--- src/verilog/dpm_pkg.sv ---
// Package of register map, field layout, reset values and timing for the phase monitor block
package dpm_pkg;
	// Register offsets
	localparam logic [7:0] ADDR_COARSE_WIN = 8'h74;
	localparam logic [7:0] ADDR_XIENT_MON  = 8'h76;
	localparam logic [7:0] ADDR_MEAS_LOW   = 8'h77;
	localparam logic [7:0] ADDR_MEAS_HIGH  = 8'h78;
	localparam logic [7:0] ADDR_ALARM_DLY  = 8'h79;
	localparam logic [7:0] ADDR_FRAME_OUT  = 8'h7a;
	localparam logic [7:0] ADDR_FRAME_ALGN = 8'h7b;

	// Reset values
	localparam logic [7:0] RST_COARSE_WIN  = 8'h85;
	localparam logic [7:0] RST_XIENT_MON   = 8'h06;
	localparam logic [7:0] RST_ALARM_DLY   = 8'h32;
	localparam logic [7:0] RST_FRAME_OUT   = 8'h00;
	localparam logic [7:0] RST_FRAME_ALGN  = 8'h00;

	// Writable bit masks, reserved bits read as zero
	localparam logic [7:0] MASK_COARSE_WIN = 8'hef;
	localparam logic [7:0] MASK_XIENT_MON  = 8'hbf;
	localparam logic [7:0] MASK_ALARM_DLY  = 8'h3f;
	localparam logic [7:0] MASK_FRAME_OUT  = 8'h8f;
	localparam logic [7:0] MASK_FRAME_ALGN = 8'hc3;

	// Coarse window register fields
	localparam int CW_LOSS_EN    = 7;
	localparam int CW_WIDE_EN    = 6;
	localparam int CW_MULTI_RESP = 5;
	localparam int CW_RANGE_LSB  = 0;

	// Transient monitor register fields
	localparam int XM_EDGE_GATE  = 7;
	localparam int XM_ENABLE     = 5;
	localparam int XM_BUILDOUT   = 4;
	localparam int XM_LIMIT_LSB  = 0;
	localparam logic [4:0] XM_LIMIT_BIAS = 5'h07;
	localparam int XM_STEP_PS    = 156250;

	// Alarm clear delay field
	localparam int AD_VALUE_LSB  = 0;

	// Frame pulse output register fields
	localparam int FP_SOURCE_SEL = 7;
	localparam int FP_8K_FLIP    = 3;
	localparam int FP_EIGHT_KHZ_PULSE_SHAPE   = 2;
	localparam int FP_2K_FLIP    = 1;
	localparam int FP_TWO_KHZ_PULSE_SHAPE   = 0;

	// Frame input alignment register fields
	localparam int FA_INDEP      = 7;
	localparam int FA_HIGH_RATE  = 6;
	localparam int FA_OFFSET_LSB = 0;

	// Timing: alarm clear unit and clock rate
	localparam int ALARM_UNIT_S  = 2;
	localparam int CLK_HZ        = 25000000;
	localparam int ALARM_UNIT_CYC = ALARM_UNIT_S * CLK_HZ;

	// External sync sampling precision
	typedef enum logic [1:0] {
		DPM_SAMPLE_6M48,
		DPM_SAMPLE_19M44,
		DPM_SAMPLE_38M88
	} dpm_sample_rate_t;

	// Frame shaper pulse state
	typedef enum logic {
		DPM_SH_IDLE,
		DPM_SH_PULSE
	} dpm_shape_state_t;
endpackage

--- src/verilog/dpm_frame_shaper.sv ---
// Frame output shaper: square or single pulse with optional inversion
`timescale 1ns/1ps
module dpm_frame_shaper (
	input  wire logic i_ref_clk,
	input  wire logic i_rst,
	input  wire logic i_wave,
	input  wire logic i_pulse_mode,
	input  wire logic i_invert,
	input  wire logic i_ref_tick,
	output logic      o_out
);
	logic                      wave_q;
	logic                      armed_q;
	logic                      out_q;
	logic                      rise;
	logic                      launch;
	dpm_pkg::dpm_shape_state_t state_q;

	// Delay line for edge detection
	always_ff @(posedge i_ref_clk or posedge i_rst) begin
		if (i_rst) begin
			wave_q <= 1'b0;
		end else begin
			wave_q <= i_wave;
		end
	end

	// Edge found, and pulse start at the next reference period boundary
	assign rise   = i_wave && !wave_q;
	assign launch = (rise || armed_q) && i_ref_tick;

	// An edge between boundaries is remembered until the boundary arrives
	always_ff @(posedge i_ref_clk or posedge i_rst) begin
		if (i_rst) begin
			armed_q <= 1'b0;
		end else if (state_q == dpm_pkg::DPM_SH_IDLE && launch) begin
			armed_q <= 1'b0;
		end else if (rise) begin
			armed_q <= 1'b1;
		end
	end

	// Pulse runs boundary to boundary, so it is exactly one reference period wide
	always_ff @(posedge i_ref_clk or posedge i_rst) begin
		if (i_rst) begin
			state_q <= dpm_pkg::DPM_SH_IDLE;
		end else begin
			unique case (state_q)
				dpm_pkg::DPM_SH_IDLE: begin
					if (launch) begin
						state_q <= dpm_pkg::DPM_SH_PULSE;
					end
				end
				dpm_pkg::DPM_SH_PULSE: begin
					if (i_ref_tick) begin
						state_q <= dpm_pkg::DPM_SH_IDLE;
					end
				end
			endcase
		end
	end

	// Registered output with shape and polarity applied
	always_ff @(posedge i_ref_clk or posedge i_rst) begin
		if (i_rst) begin
			out_q <= 1'b0;
		end else if (i_pulse_mode) begin
			out_q <= (state_q == dpm_pkg::DPM_SH_PULSE) ^ i_invert;
		end else begin
			out_q <= wave_q ^ i_invert;
		end
	end

	assign o_out = out_q;
endmodule

--- src/verilog/dpm_phase_monitor.sv ---
// Phase monitor and frame sync configuration block with register port
//
// Summary of operation
// - Transient enable gates phase error threshold alarm
// - Transient alarm starts build-out when enabled
// - Alarm limit is (field plus 7) steps
// - Measured phase read as paired bytes
// - Rejected input alarm clears after 2-second units
// - Source bit picks main or aux path
// - 8 kHz polarity bit inverts frame output
// - 2 kHz polarity bit inverts multiframe output
// - 8 kHz shape: square or reference-wide pulse
// - 2 kHz shape: square or reference-wide pulse
// - Independence bit decouples frame outputs alignment
// - Low rate: 6.48 MHz sampling, no realign
// - High rate: realign, 19.44 or 38.88 MHz
// - Offset field shifts external sync sampling point
`timescale 1ns/1ps
module dpm_phase_monitor #(
	parameter int ALARM_UNIT_CYC = dpm_pkg::ALARM_UNIT_CYC
) (
	input  wire logic        i_ref_clk,
	input  wire logic        i_rst,
	input  wire logic [7:0]  i_addr,
	input  wire logic        i_wr_stb,
	input  wire logic        i_rd_stb,
	input  wire logic [7:0]  i_wdata,
	output logic      [7:0]  o_rdata,
	input  wire logic [7:0]  i_phase_err_mag,
	input  wire logic [15:0] i_meas_phase,
	input  wire logic        i_phase_reject,
	output logic             o_phase_alarm_hold,
	output logic             o_transient_alarm,
	output logic             o_buildout_start,
	input  wire logic        i_main_8k,
	input  wire logic        i_main_2k,
	input  wire logic        i_aux_8k,
	input  wire logic        i_aux_2k,
	input  wire logic        i_ref_out_tick,
	output logic             o_eight_khz_frame_out,
	output logic             o_two_khz_multiframe_out,
	input  wire logic        i_ref_is_19m44,
	output logic      [1:0]  o_sync_sample_rate,
	output logic             o_sync_realign_oc,
	output logic      [1:0]  o_sync_offset,
	output logic             o_frame_outputs_independent,
	output logic      [3:0]  o_coarse_track_range,
	output logic             o_coarse_loss_en,
	output logic             o_wide_range_en,
	output logic             o_multi_ph_resp,
	output logic             o_lowfreq_edge_gate
);
	logic [7:0]  coarse_win_q;
	logic [7:0]  xient_mon_q;
	logic [7:0]  alarm_dly_q;
	logic [7:0]  frame_out_q;
	logic [7:0]  frame_algn_q;
	logic [15:0] meas_q;
	logic [7:0]  meas_high_shadow_q;
	logic [7:0]  rdata_q;
	logic        xient_alarm_q;
	logic        xient_alarm_d;
	logic        buildout_q;
	logic [4:0]  xient_limit;
	logic [25:0] unit_cnt_q;
	logic        unit_tick;
	logic [5:0]  hold_cnt_q;
	logic        hold_q;
	logic        wave_8k;
	logic        wave_2k;
	logic [1:0]  sample_rate_q;

	// Write helper: keep only implemented bits
	function automatic logic [7:0] masked(input logic [7:0] data, input logic [7:0] mask);
		masked = data & mask;
	endfunction

	// Register writes at the documented offsets
	always_ff @(posedge i_ref_clk or posedge i_rst) begin
		if (i_rst) begin
			coarse_win_q <= dpm_pkg::RST_COARSE_WIN;
			xient_mon_q  <= dpm_pkg::RST_XIENT_MON;
			alarm_dly_q  <= dpm_pkg::RST_ALARM_DLY;
			frame_out_q  <= dpm_pkg::RST_FRAME_OUT;
			frame_algn_q <= dpm_pkg::RST_FRAME_ALGN;
		end else if (i_wr_stb) begin
			unique case (i_addr)
				dpm_pkg::ADDR_COARSE_WIN: begin
					coarse_win_q <= masked(i_wdata, dpm_pkg::MASK_COARSE_WIN);
				end
				dpm_pkg::ADDR_XIENT_MON: begin
					xient_mon_q <= masked(i_wdata, dpm_pkg::MASK_XIENT_MON);
				end
				dpm_pkg::ADDR_ALARM_DLY: begin
					alarm_dly_q <= masked(i_wdata, dpm_pkg::MASK_ALARM_DLY);
				end
				dpm_pkg::ADDR_FRAME_OUT: begin
					frame_out_q <= masked(i_wdata, dpm_pkg::MASK_FRAME_OUT);
				end
				dpm_pkg::ADDR_FRAME_ALGN: begin
					frame_algn_q <= masked(i_wdata, dpm_pkg::MASK_FRAME_ALGN);
				end
				default: begin
				end
			endcase
		end
	end

	// Measured phase sampled each cycle from the phase detector average
	always_ff @(posedge i_ref_clk or posedge i_rst) begin
		if (i_rst) begin
			meas_q <= 16'h0000;
		end else begin
			meas_q <= i_meas_phase;
		end
	end

	// Reading the low byte freezes the high byte so both halves match
	always_ff @(posedge i_ref_clk or posedge i_rst) begin
		if (i_rst) begin
			meas_high_shadow_q <= 8'h00;
		end else if (i_rd_stb && i_addr == dpm_pkg::ADDR_MEAS_LOW) begin
			meas_high_shadow_q <= meas_q[15:8];
		end
	end

	// Registered read data, unmapped offsets return zero
	always_ff @(posedge i_ref_clk or posedge i_rst) begin
		if (i_rst) begin
			rdata_q <= 8'h00;
		end else if (i_rd_stb) begin
			unique case (i_addr)
				dpm_pkg::ADDR_COARSE_WIN: rdata_q <= coarse_win_q;
				dpm_pkg::ADDR_XIENT_MON:  rdata_q <= xient_mon_q;
				dpm_pkg::ADDR_MEAS_LOW:   rdata_q <= meas_q[7:0];
				dpm_pkg::ADDR_MEAS_HIGH:  rdata_q <= meas_high_shadow_q;
				dpm_pkg::ADDR_ALARM_DLY:  rdata_q <= alarm_dly_q;
				dpm_pkg::ADDR_FRAME_OUT:  rdata_q <= frame_out_q;
				dpm_pkg::ADDR_FRAME_ALGN: rdata_q <= frame_algn_q;
				default:                  rdata_q <= 8'h00;
			endcase
		end
	end

	assign o_rdata = rdata_q;

	// Transient limit in 156.25 ns steps
	assign xient_limit = {1'b0, xient_mon_q[dpm_pkg::XM_LIMIT_LSB +: 4]} + dpm_pkg::XM_LIMIT_BIAS;

	// Alarm only while the monitor is enabled and the error exceeds the limit
	assign xient_alarm_d = xient_mon_q[dpm_pkg::XM_ENABLE] &&
		({3'b000, xient_limit} < i_phase_err_mag);

	// Alarm level and build-out start pulse on the alarm's rising edge
	always_ff @(posedge i_ref_clk or posedge i_rst) begin
		if (i_rst) begin
			xient_alarm_q <= 1'b0;
			buildout_q    <= 1'b0;
		end else begin
			xient_alarm_q <= xient_alarm_d;
			buildout_q    <= xient_alarm_d && !xient_alarm_q &&
				xient_mon_q[dpm_pkg::XM_BUILDOUT];
		end
	end

	assign o_transient_alarm = xient_alarm_q;
	assign o_buildout_start  = buildout_q;

	// Divider giving one enable pulse per alarm clear unit
	always_ff @(posedge i_ref_clk or posedge i_rst) begin
		if (i_rst) begin
			unit_cnt_q <= 26'h0000000;
		end else if (unit_tick) begin
			unit_cnt_q <= 26'h0000000;
		end else begin
			unit_cnt_q <= unit_cnt_q + 26'h0000001;
		end
	end

	assign unit_tick = (unit_cnt_q == 26'(ALARM_UNIT_CYC - 1));

	// Rejected input stays alarmed until the programmed number of unit ticks, and at least one, has passed; a new reject wins
	always_ff @(posedge i_ref_clk or posedge i_rst) begin
		if (i_rst) begin
			hold_q     <= 1'b0;
			hold_cnt_q <= 6'h00;
		end else if (i_phase_reject) begin
			hold_q     <= 1'b1;
			hold_cnt_q <= alarm_dly_q[dpm_pkg::AD_VALUE_LSB +: 6];
		end else if (hold_q && unit_tick) begin
			if (hold_cnt_q <= 6'h01) begin
				hold_q     <= 1'b0;
				hold_cnt_q <= 6'h00;
			end else begin
				hold_cnt_q <= hold_cnt_q - 6'h01;
			end
		end
	end

	assign o_phase_alarm_hold = hold_q;

	// Frame pulse source: main path at zero, aux path at one
	assign wave_8k = frame_out_q[dpm_pkg::FP_SOURCE_SEL] ? i_aux_8k : i_main_8k;
	assign wave_2k = frame_out_q[dpm_pkg::FP_SOURCE_SEL] ? i_aux_2k : i_main_2k;

	// 8 kHz frame output shaping and polarity
	dpm_frame_shaper u_shape_8k (
		.i_ref_clk    (i_ref_clk),
		.i_rst        (i_rst),
		.i_wave       (wave_8k),
		.i_pulse_mode (frame_out_q[dpm_pkg::FP_EIGHT_KHZ_PULSE_SHAPE]),
		.i_invert     (frame_out_q[dpm_pkg::FP_8K_FLIP]),
		.i_ref_tick   (i_ref_out_tick),
		.o_out        (o_eight_khz_frame_out)
	);

	// 2 kHz multiframe output shaping and polarity
	dpm_frame_shaper u_shape_2k (
		.i_ref_clk    (i_ref_clk),
		.i_rst        (i_rst),
		.i_wave       (wave_2k),
		.i_pulse_mode (frame_out_q[dpm_pkg::FP_TWO_KHZ_PULSE_SHAPE]),
		.i_invert     (frame_out_q[dpm_pkg::FP_2K_FLIP]),
		.i_ref_tick   (i_ref_out_tick),
		.o_out        (o_two_khz_multiframe_out)
	);

	// External sync sampling precision from rate bit and reference rate
	always_ff @(posedge i_ref_clk or posedge i_rst) begin
		if (i_rst) begin
			sample_rate_q <= dpm_pkg::DPM_SAMPLE_6M48;
		end else if (!frame_algn_q[dpm_pkg::FA_HIGH_RATE]) begin
			sample_rate_q <= dpm_pkg::DPM_SAMPLE_6M48;
		end else if (i_ref_is_19m44) begin
			sample_rate_q <= dpm_pkg::DPM_SAMPLE_19M44;
		end else begin
			sample_rate_q <= dpm_pkg::DPM_SAMPLE_38M88;
		end
	end

	assign o_sync_sample_rate = sample_rate_q;

	// Configuration handed to the DPLL core and sync aligner
	assign o_sync_realign_oc           = frame_algn_q[dpm_pkg::FA_HIGH_RATE];
	assign o_sync_offset               = frame_algn_q[dpm_pkg::FA_OFFSET_LSB +: 2];
	assign o_frame_outputs_independent = frame_algn_q[dpm_pkg::FA_INDEP];
	assign o_coarse_track_range        = coarse_win_q[dpm_pkg::CW_RANGE_LSB +: 4];
	assign o_coarse_loss_en            = coarse_win_q[dpm_pkg::CW_LOSS_EN];
	assign o_wide_range_en             = coarse_win_q[dpm_pkg::CW_WIDE_EN];
	assign o_multi_ph_resp             = coarse_win_q[dpm_pkg::CW_MULTI_RESP];
	assign o_lowfreq_edge_gate         = xient_mon_q[dpm_pkg::XM_EDGE_GATE];
endmodule

--- config.mk ---
export PLATFORM = sky130hd
export DESIGN_NAME = dpm_phase_monitor
export DESIGN_NICKNAME = d
export VERILOG_FILES = /design/src/verilog/dpm_pkg.sv /design/src/verilog/dpm_frame_shaper.sv /design/src/verilog/dpm_phase_monitor.sv
export SDC_FILE = /design/constraint.sdc
export NUM_CORES = 1
export LEC_CHECK = 0
export ABC_AREA = 0
export BUFFER_PORTS_ARGS = -buffer_cell sky130_fd_sc_hd__buf_2
export CAP_MARGIN = 15
export CORE_ASPECT_RATIO = 1.5
export CORE_UTILIZATION = 40
export DETAILED_ROUTE_END_ITERATION = 7
export SLEW_MARGIN = 25
export SYNTH_ARGS = -nofsm -noshare
export SYNTH_HDL_FRONTEND = slang
export SYNTH_SLANG_ARGS = --single-unit
--- constraint.sdc ---
create_clock -name i_ref_clk -period 4.9 [get_ports i_ref_clk]
set_input_delay 0.98 -clock i_ref_clk [delete_from_list [all_inputs] [get_ports i_ref_clk]]
set_output_delay 0.98 -clock i_ref_clk [all_outputs]
set_load 0.02 [all_outputs]
# Word level (Yosys, flattened, before mapping)

Cells that the tools add are included.

Bits of input ports: 51
Logic and storage cells: 90
Flip-flop bits (word level): 106

Reduce and logical (&&, ||, !) cells: 26
Mux-type cells: 23
Eq/ne operators: 8
Order comparisons: 2
Bitwise logic cells: 6
Add/sub/neg operators: 3

Operator list:

| kind                                                           | number |
|---|---|
| == test 8 x 7 -> 1 bit, second input constant                  | 7 |
| one-hot mux 8 bit (7 select lines)                             | 1 |
| adder 26 x 1 -> 26 bit, second input constant                  | 1 |
| == test 26 bit, second input constant                          | 1 |
| two-way mux 26 bit                                             | 1 |
| two-way mux 6 bit                                              | 3 |
| two-way mux 1 bit                                              | 14 |
| AND reduction 2 bit                                            | 6 |
| logical AND 1 bit                                              | 11 |
| < comparator 5 x 8 -> 1 bit                                    | 1 |
| nonzero test 2 bit                                             | 4 |
| less-or-equal comparator 6 x 1 -> 1 bit, second input constant | 1 |
| subtractor 6 x 1 -> 6 bit, second input constant               | 1 |
| adder 4 x 3 -> 5 bit, second input constant                    | 1 |
| two-way mux 2 bit                                              | 2 |
| one-hot mux 1 bit (2 select lines)                             | 2 |
| bitwise XOR 1 bit                                              | 4 |
| zero test 1 bit                                                | 3 |
| logical OR 1 bit                                               | 2 |
| NOT 1 bit                                                      | 2 |

# Logic depth before layout (Yosys ltp)

Gate-level depths: netlist (run 1).

Depth after elaboration: 6
Mapped depth: 8
Mapped depth without buffers: 8

# Hierarchy

From an unflattened synthesis (run 1), not the netlist that was laid out.

Cell total of the unflattened synthesis: 426
Area, all modules: 4848.4 µm²

Modules (own cells, without submodules):

| module            | cells each | times used | area each (µm²) |
|---|---|---|---|
| dpm_phase_monitor | 398        | 1          | 4538.1 |
| dpm_frame_shaper  | 14         | 2          | 155.1 |

# Worst setup path after synthesis (run 1)

Ideal clock, no wire load.

Path kind: input to register
Start point: in i_addr[1]
End point: reg meas_high_shadow_q[0]
Slack: 2529 ps
Data required time: 4775 ps
Cell stages on the path: 5
Data arrival time: 2247 ps
Path through: clkbuf_1 and2_1 clkbuf_1 nand3_1 mux2_2

Cells in the longest elaborated chain, start to end: 2

RTL lines:

| element                | RTL line                 | text |
|---|---|---|
| start: declaration     | dpm_phase_monitor.sv:24  | `input wire logic [7:0] i_addr,` |
| == test 8 x 7 -> 1 bit | dpm_phase_monitor.sv:122 | `end else if (i_rd_stb && i_addr == dpm_pkg::ADDR_MEAS_LOW) begin` |
| logical AND 1 bit      | dpm_phase_monitor.sv:122 |  |
| end signal: assignment | dpm_phase_monitor.sv:123 | `meas_high_shadow_q <= meas_q[15:8];` |
| end: declaration       | dpm_phase_monitor.sv:59  | `logic [7:0] meas_high_shadow_q;` |

No other way between the ends.
A chain may end at the register's enable or synchronous reset.

# Final worst setup path (run 1)

Start point: in i_addr[7]
End point: reg alarm_dly_q[0]

Cells in the longest elaborated chain, start to end: 2

RTL lines:

| element                       | RTL line                | text |
|---|---|---|
| == test 8 x 7 -> 1 bit        | dpm_phase_monitor.sv:87 | `unique case (i_addr)` |
| AND reduction 2 bit (no line) | --                      |  |
| end signal: assignment        | dpm_phase_monitor.sv:83 | `alarm_dly_q <= dpm_pkg::RST_ALARM_DLY;` |
| end signal: assignment        | dpm_phase_monitor.sv:95 | `alarm_dly_q <= masked(i_wdata, dpm_pkg::MASK_ALARM_DLY);` |
| end: declaration              | dpm_phase_monitor.sv:55 | `logic [7:0] alarm_dly_q;` |

No other way between the ends.

==> results.cfg, run 1 <==
[run_status]
status = completed

[pwr]
clock_power_share_pct = 41.0
pwr-share-seq_pct = 50.5
p_switching_mw = 0.470
p_int_mw = 1.39
p_total_mw = 1.86
peakVddDrop_v = 0.000231
power_density_mw_per_mm2 = 321
netSwitchingFraction_pct = 25.2
leakagePower_nw = 2.65
pwr-share-comb_pct = 8.5

[sta]
relSlewSlack_pct = 35.9
tightest_slew_ps = 959
rsz0062_at_grt = false
fmax_ghz = 0.350
fin_crit_ps = 2850
drv_slew = 0
setup_viol = 0
fin_ws_ps = 2050
fin_crit_sh_pct = 58.3
fin_skew_ps = 8.14
setup_tns_ps = 0
hold_viol = 0

[route]
num_vias = 3694
remaining_drc_errors = 0
drtIter0Drc = 151
antenna_left = 0
wire_per_inst_um = 17.1
dr.pass1.iters = 4
wl_met2_mm = 5.92
vias_per_cell = 5.51
wl_met1_mm = 4.65
dr_wl_met3_um = 412
wl_mm = 11.4
dr.max_layer_used = met4

[floorplanning]
core_area_mm2 = 0.0120
die_w_um = 93.0
die_height_um = 138
dieArea_mm2 = 0.0129
initial_core_util_pct = 41.3
core.rowCount = 49
io_pins = 78

[worst_setup_path]
regToRegStartpoint = unit_cnt_q[0]$_DFF_PP0_
endpoint = alarm_dly_q[0]$_DFFE_PP0P_
cp-end-kind = register
startpoint = i_addr[7]
required_ps = 5130
r2r_end = unit_cnt_q[3]$_DFF_PP0_
path_class = in2reg
cp_max_fo = 12
cp.arrival_ps = 3090
ff2ff_path_depth = 5
rrSetupSlack_ps = 2230
critPathLaunchType = input pin

[layout]
area_delta_synth_final_pct = 17.0
fillers = 1157
fin_util_pct = 48.4
final_nets = 571
n_antenna_cell = 0
layout-drive-gt1-share_pct = 29.4
layout.cells.non_filler = 670
seqCellArea_mm2 = 0.00266
multi_input_area_mm2 = 0.00215

[yosys]
async_reset_ff_share_pct = 100
synth_edf_count = 0
synth_common_cells = dfrtp_1 (98), mux2_2 (41), nand2_1 (28)
synth.ff_latch_count = 106
synth_area_leaders = dfrtp_1 (49%), mux2_2 (9.3%), dfstp_2 (4.2%)
synthFlopType = dfrtp_1
synth.top_cell.area_share_pct = 49.4
ys_warn_count = 0
syn_inst = 436
synth_cell_types = 58
syn_nets = 495
yosysMostFrequentCell = dfrtp_1
synth_area_mm2 = 0.00497
ys_seq_area_share_pct = 53.6
yosysTopAreaCell = dfrtp_1
syn_avg_cell_area_um2 = 11.4

[cts]
cts.clk_slew.worst_paths_ps = 70
cts_tree = done
insertion_delay_ps = 340
cts-root-buf = clkbuf_16
cts_buffers = 9
cts_hold_buffers = 0
cts_max_path_buffers = 2
cts_max_level = 3
cts_resized = 0
cts.sinks = 106
postCtsSetupRepairBufs = 0

[placed_design]
place_inst = 654
port_buffers = 77
dpl_worst_slack_ps = 1750
dp_hpwl_mm = 8.51
gp_congestion = 0.895

[grt]
track_usage_pct = 18.7
grt_max_degree = 72
grt_pass1_wl_mm = 18.8
grt_pass1_vias = 3729
overflow = 0
antenna_found_initial = 0

[job]
maxCapViolations = 0

[worst_hold_path]
hp-class = reg2reg
flip-flops by register name, summed over array words and instances, names as in the netlist:
signal / flops
unit_cnt_q: 26
meas_q: 16
meas_high_shadow_q: 8
o_rdata: 8
coarse_win_q: 7
xient_mon_q: 7
alarm_dly_q: 6
hold_cnt_q: 6
frame_out_q: 5
frame_algn_q: 4
o_sync_sample_rate: 2
o_buildout_start: 1
o_phase_alarm_hold: 1
o_transient_alarm: 1
u_shape_2k.armed_q: 1
u_shape_2k.o_out: 1
u_shape_2k.state_q: 1
u_shape_2k.wave_q: 1
u_shape_8k.armed_q: 1
u_shape_8k.o_out: 1
u_shape_8k.state_q: 1
u_shape_8k.wave_q: 1
logic make-up after synthesis:
| group | synth area share [%] |
|---|---|
| AOI/OAI and AO/OA | 9.57 |
| buffers and inverters | 3.20 |
| muxes | 12.2 |
| adders and majority gates | 2.02 |
| xor gates and xnor gates | 3.35 |
| and+or+nand+nor | 16.1 |
| DFF | 53.6 |
metrics by stage:
| stage | instance area (um^2) | hold slack [ps] |
|---|---|---|
| after floorplan | 4970 | 445 |
| after global placement | 5490 | 463 |
| after detailed placement | 5490 | 467 |
| after CTS | 5810 | 484 |
| after global routing | 5810 | 509 |
| final | 5810 | 469 |
power by group through the flow:
stage,clock (mW),sequential [mW],combinational [mW]
floorplan,0,0.960,0.0952
global placement,0,0.959,0.157
detailed placement,0,0.960,0.160
CTS,0.786,0.943,0.161
global route,0.819,0.948,0.178
finish,0.764,0.942,0.159
how the worst min path moves through the flow:
stage / from / endpoint / slack, ps / depth (start not counted)
after detailed placement: o_transient_alarm$_DFF_PP0_ / o_buildout_start$_DFF_PP0_ / 470 / 1
after CTS: o_transient_alarm$_DFF_PP0_ / o_buildout_start$_DFF_PP0_ / 480 / 1
after global placement: meas_q[8]$_DFF_PP0_ / meas_high_shadow_q[0]$_DFFE_PP0P_ / 460 / 1
after floorplan: unit_cnt_q[0]$_DFF_PP0_ / unit_cnt_q[0]$_DFF_PP0_ / 440 / 1
after global routing: meas_q[8]$_DFF_PP0_ / meas_high_shadow_q[0]$_DFFE_PP0P_ / 510 / 1
final: o_transient_alarm$_DFF_PP0_ / o_buildout_start$_DFF_PP0_ / 470 / 1
placed cells by master, fill, tap and decap left out, drive strengths merged, types with 3 or more instances in the layout:
master,n
nor4,8
a22oi,6
o211ai,3
a211oi,3
nand3,14
dfstp,8
xor2,4
mux2i,12
a22o,5
dfrtp,98
and3,3
buf,78
nand2,28
nor2,24
ha,8
nand4b,4
or4,3
nor4b,5
nor3,12
inv,30
mux2,41
xnor2,15
a21oi,16
o21ai,12
nand2b,3
or3,5
clkbuf,9
nor2b,3
o2bb2ai,8
and4,3
nand4,15
area by class of cell:
type / count / share of cell area, %
inverters: 26 / 1.72
flip-flops and latches: 106 / 45.8
well taps: 153 / 3.29
clock inverters: 7 / 1.64
multi-input cells: 291 / 36.9
clock buffers: 9 / 3.87
repair buffers: 78 / 6.76
routing by layer:
layer | track usage (%) | vias to the layer above
li1 | - | 1758
met1 | 22.5 | 1805
met2 | 32.0 | 104
met3 | 3.80 | 27
met4 | 8.42 | 0
met5 | 0 | -
worst max-delay path: stages:
cell and delay, ps:
buf_2 90, nand4b_1 420, nor2_1 780, nand3_1 430, mux2_2 380
(Power assumes the default switching activity.)
==> run 2: changes to the inputs <==
==> constraint.sdc (replaced) <==
create_clock -name i_ref_clk -period 2.6 [get_ports i_ref_clk]
set_input_delay 0.52 -clock i_ref_clk [delete_from_list [all_inputs] [get_ports i_ref_clk]]
set_output_delay 0.52 -clock i_ref_clk [all_outputs]
set_load 0.02 [all_outputs]
==> results.cfg, run 2 (synthesis gave the netlist of run 1 again) <==
[sta]
setup_tns_ps = 0
fin_skew_ps = 8.67
hold_viol = 0
drv_slew = 0
fin_crit_ps = 2160
fin_crit_sh_pct = 83.0
relSlewSlack_pct = 42.1
setup_viol = 0
rsz0062_at_grt = false
tightest_slew_ps = 861
fmax_ghz = 0.463

[grt]
grt_max_degree = 107
track_usage_pct = 19.4
overflow = 0
grt_pass1_vias = 3884
antenna_found_initial = 0
grt_pass1_wl_mm = 19.6

[pwr]
leakagePower_nw = 2.67
power_density_mw_per_mm2 = 589
peakVddDrop_v = 0.000433

[worst_hold_path]
hp-class = in2reg

[placed_design]
gp_congestion = 0.857
place_inst = 660
port_buffers = 77
dp_hpwl_mm = 8.62

[layout]
largest_register = unit_cnt_q
final_common_cell = dfrtp_1
area_delta_synth_final_pct = 17.9
layout-drive-gt1-share_pct = 30.2
n_antenna_cell = 0
final_cell_mix = dfrtp_1 (98), buf_2 (77), mux2_2 (41)
final_nets = 577
top_regs = unit_cnt_q: 26 flops, meas_q: 16 flops
layout.cells.non_filler = 676
largest_register_ff_count = 26

[floorplanning]
core_area_mm2 = 0.0120
dieArea_mm2 = 0.0129
die_w_um = 93.0
io_pins = 78
die_height_um = 138
initial_core_util_pct = 41.3
core.rowCount = 49

[cts]
cts-root-buf = clkbuf_16
cts_tree = done
cts_resized = 0
cts_max_path_buffers = 2
cts.sinks = 106
postCtsSetupRepairBufs = 0
cts_max_level = 3
insertion_delay_ps = 350
cts_hold_buffers = 0
cts_buffers = 9
cts.clk_slew.worst_paths_ps = 80

[worst_setup_path]
cp_max_fo = 8
crit_chain = ha_1, nand4_1, nor4_2, and4b_1, o211ai_1
cp.arrival_ps = 2380
required_ps = 2820
cp-end-kind = register
critPathLaunchType = register
cp_slowest_cell = nor4_2
r2r_end = hold_cnt_q[5]$_DFFE_PP0P_
rrSetupSlack_ps = 440
ff2ff_path_depth = 5
path_class = reg2reg
endpoint = hold_cnt_q[5]$_DFFE_PP0P_
cpPeakStageDelay_ps = 770
regToRegStartpoint = unit_cnt_q[0]$_DFF_PP0_
startpoint = unit_cnt_q[0]$_DFF_PP0_

[route]
wl_mm = 11.6
vias_per_cell = 5.52
num_vias = 3731
remaining_drc_errors = 0
wire_per_inst_um = 17.2
dr.pass1.iters = 5
drtIter0Drc = 140
antenna_left = 0

[job]
maxCapViolations = 0

[run_status]
status = completed
run 2: cell type report:
cell class	instances	area (um^2)
sequential	106	2660
clock inverter	6	67.6
tap	153	191
fill	1156	6160
inverter	26	101
timing repair buffer	84	450
clock buffer	10	239
multi-input combinational	291	2150
run 2: metal layers:
| layer | global-route usage, % | part of all wire [%] | up-vias |
|---|---|---|---|
| met1 | 23.1 | 40 | 1851 |
| met5 | 0 | 0 | - |
| met3 | 2.31 | 3.2 | 25 |
| met2 | 34.7 | 54 | 98 |
| met4 | 8.26 | 3.4 | 0 |
| li1 | - | - | 1757 |
run 2: worst max-delay path: cells and delay by family, from the launching register on:
family,cells,cell delay [ps]
simple gates,3,1320
flops,1,390
fa+ha+maj,1,240
compound gates,1,90
run 2: stage by stage:
step	instance area, um^2	power [mW]	hold slack [ps]	utilization (%)	setup WS [ps]
after global placement	5550	2.10	460	46.2	500
final	5860	3.45	267	48.8	442
after floorplan	4970	1.99	445	-	669
after detailed placement	5550	2.12	469	46.2	445
after global routing	5860	3.60	253	48.8	249
after CTS	5860	3.50	254	48.8	428
run 2: how the worst min path moves through the flow:
stage	to	cells after the start	start	slack, ps
2_1_floorplan	unit_cnt_q[0]$_DFF_PP0_	1	unit_cnt_q[0]$_DFF_PP0_	440
3_3_place_gp	unit_cnt_q[0]$_DFF_PP0_	1	unit_cnt_q[0]$_DFF_PP0_	460
3_5_place_dp	meas_high_shadow_q[0]$_DFFE_PP0P_	1	meas_q[8]$_DFF_PP0_	470
4_1_cts	meas_q[6]$_DFF_PP0_	1	i_meas_phase[6]	250
5_1_grt	meas_q[6]$_DFF_PP0_	1	i_meas_phase[6]	250
6_report	meas_q[6]$_DFF_PP0_	1	i_meas_phase[6]	270
run 2: power by group:
group	total, mW	internal, mW	switching (mW)
Combinational	0.301	0.131	0.169
Sequential	1.78	1.72	0.0529
Clock	1.37	0.706	0.669
==> run 3: changes to the inputs <==
==> constraint.sdc (replaced) <==
create_clock -name i_ref_clk -period 2.1 [get_ports i_ref_clk]
set_input_delay 0.42 -clock i_ref_clk [delete_from_list [all_inputs] [get_ports i_ref_clk]]
set_output_delay 0.42 -clock i_ref_clk [all_outputs]
set_load 0.02 [all_outputs]
==> results.cfg, run 3 (synthesis gave the netlist of run 1 again) <==
[layout]
largest_register = unit_cnt_q
final_cell_mix = dfrtp_1 (97), buf_2 (77), mux2_2 (41)
seqCellArea_mm2 = 0.00266
layout-drive-gt1-share_pct = 33.0
multi_input_area_mm2 = 0.00217
final_common_cell = dfrtp_1
fillers = 1148
largest_register_ff_count = 26
final_nets = 591
fin_util_pct = 49.8
n_antenna_cell = 0
top_regs = unit_cnt_q: 26 flops, meas_q: 16 flops
area_delta_synth_final_pct = 20.4

[grt]
met1_usage_pct = 22.0
grt_pass1_wl_mm = 19.3
grt_max_degree = 60
grt_pass1_vias = 3919
antenna_found_initial = 0
grt_busiest_layer = met2
grtUsageMet3_pct = 4.40
overflow = 0
use_met2_pct = 34.4
track_usage_pct = 19.4

[worst_setup_path]
cpPeakStageDelay_ps = 640
cp-end-kind = register
required_ps = 2380
cp_max_fo = 12
crit_family = simple AND/OR/NAND/NOR gates
cp_slowest_cell = or4_4
path_class = reg2reg
worst-path-buf-inv = 0
critPathLaunchType = register
crit_chain = nand4_2, or4_4, or4_1, a21oi_1
cp.arrival_ps = 2280

[pwr]
netSwitchingFraction_pct = 25.8
pwr-share-comb_pct = 9.0
pwr-share-seq_pct = 51.3
leakagePower_nw = 2.74
p_switching_mw = 1.11
peakVddDrop_v = 0.000499
p_int_mw = 3.18
power_density_mw_per_mm2 = 716
clock_power_share_pct = 39.6

[job]
maxCapViolations = 0

[route]
wire_per_inst_um = 17.1
vias_per_cell = 5.57
remaining_drc_errors = 0
dr.pass1.iters = 4
drtIter0Drc = 166
num_vias = 3842
wl_mm = 11.8
antenna_left = 0

[floorplanning]
io_pins = 78
initial_core_util_pct = 41.3
core_area_mm2 = 0.0120
dieArea_mm2 = 0.0129
die_height_um = 138
die_w_um = 93.0
core.rowCount = 49

[sta]
rsz0062_at_grt = true
hold_ws_ps = 33.7
drv_slew = 0
fin_crit_ps = 2000
fin_crit_sh_pct = 95.2
setup_viol = 0
hold_viol = 0
fin_skew_ps = 9.47
tightest_slew_ps = 505
relSlewSlack_pct = 65.9
fmax_ghz = 0.500

[placed_design]
gp_congestion = 0.916
dp_hpwl_mm = 9.00
port_buffers = 77

[cts]
cts_tree = done
cts-root-buf = clkbuf_16
cts_buffers = 9
cts.sinks = 106
insertion_delay_ps = 350
cts_max_level = 3
cts_hold_buffers = 0
cts.clk_slew.worst_paths_ps = 80
cts_max_path_buffers = 2

[worst_hold_path]
hp-class = in2async

[run_status]
status = completed
-- run 3: power groups by stage --
| stage | logic [mW] | registers (mW) | clock network [mW] |
|---|---|---|---|
| after floorplan | 0.223 | 2.24 | 0 |
| after global placement | 0.382 | 2.24 | 0 |
| after detailed placement | 0.393 | 2.24 | 0 |
| after CTS | 0.394 | 2.20 | 1.76 |
| after global routing | 0.437 | 2.21 | 1.85 |
| final | 0.387 | 2.20 | 1.70 |
-- run 3: layout make-up --
class | instances | share of cell area [%]
Inverter | 26 | 1.69
Clock inverter | 6 | 1.05
Sequential cell | 106 | 44.5
Multi-Input combinational cell | 291 | 36.2
Timing Repair Buffer | 98 | 9.29
Clock buffer | 10 | 3.99
Tap cell | 153 | 3.20
-- run 3: metal layers --
layer  share of wire, %  routed length (um)  vias to the layer above
met5                  0                   0                        -
met4                3.2                 374                        0
met3                4.5                 534                       19
met2                 54                6380                      116
met1                 38                4500                     1913
li1                   -                   -                     1794
-- run 3: path summary, 6_finish.rpt --
path                       cells past startpoint                        start                      endpoint  slack, ps
min in group i_ref_clk                         1              i_meas_phase[3]           meas_q[3]$_DFF_PP0_        170
setup reg to reg                               4      unit_cnt_q[6]$_DFF_PP0_      unit_cnt_q[25]$_DFF_PP0_        100
hold reg to reg                                1  o_transient_alarm$_DFF_PP0_    o_buildout_start$_DFF_PP0_        470
max in group asynchronous                      3                        i_rst   coarse_win_q[7]$_DFFE_PP1P_       1310
setup / recovery                               4      unit_cnt_q[6]$_DFF_PP0_      unit_cnt_q[25]$_DFF_PP0_        100
hold / removal                                 2                        i_rst  u_shape_8k.state_q$_DFF_PP0_         30
-- run 3: stage by stage --
stage	TNS [ps]	instance area [um^2]	std cells	setup WS [ps]	total power, mW
5_1_grt	-3.46	5980	690	-3.46	4.50
3_3_place_gp	0	5660	674	63.5	2.62
6_report	0	5980	690	100	4.29
3_5_place_dp	0	5660	674	20.6	2.63
4_1_cts	0	5960	690	34.0	4.35
2_1_floorplan	0	4970	436	169	2.46
-- run 3: worst reg2reg max path, stage by stage (launching register included) --
cell and delay, ps:
dfrtp_1 460, nand4_2 190, or4_4 640, or4_1 500
a21oi_1 140
-- run 3: timing repair --
action                     4_1_cts  5_1_grt
hold endpoints to repair         0        0
buffers inserted                 0        0
setup endpoints to repair        0       17
gates resized for setup          0        5
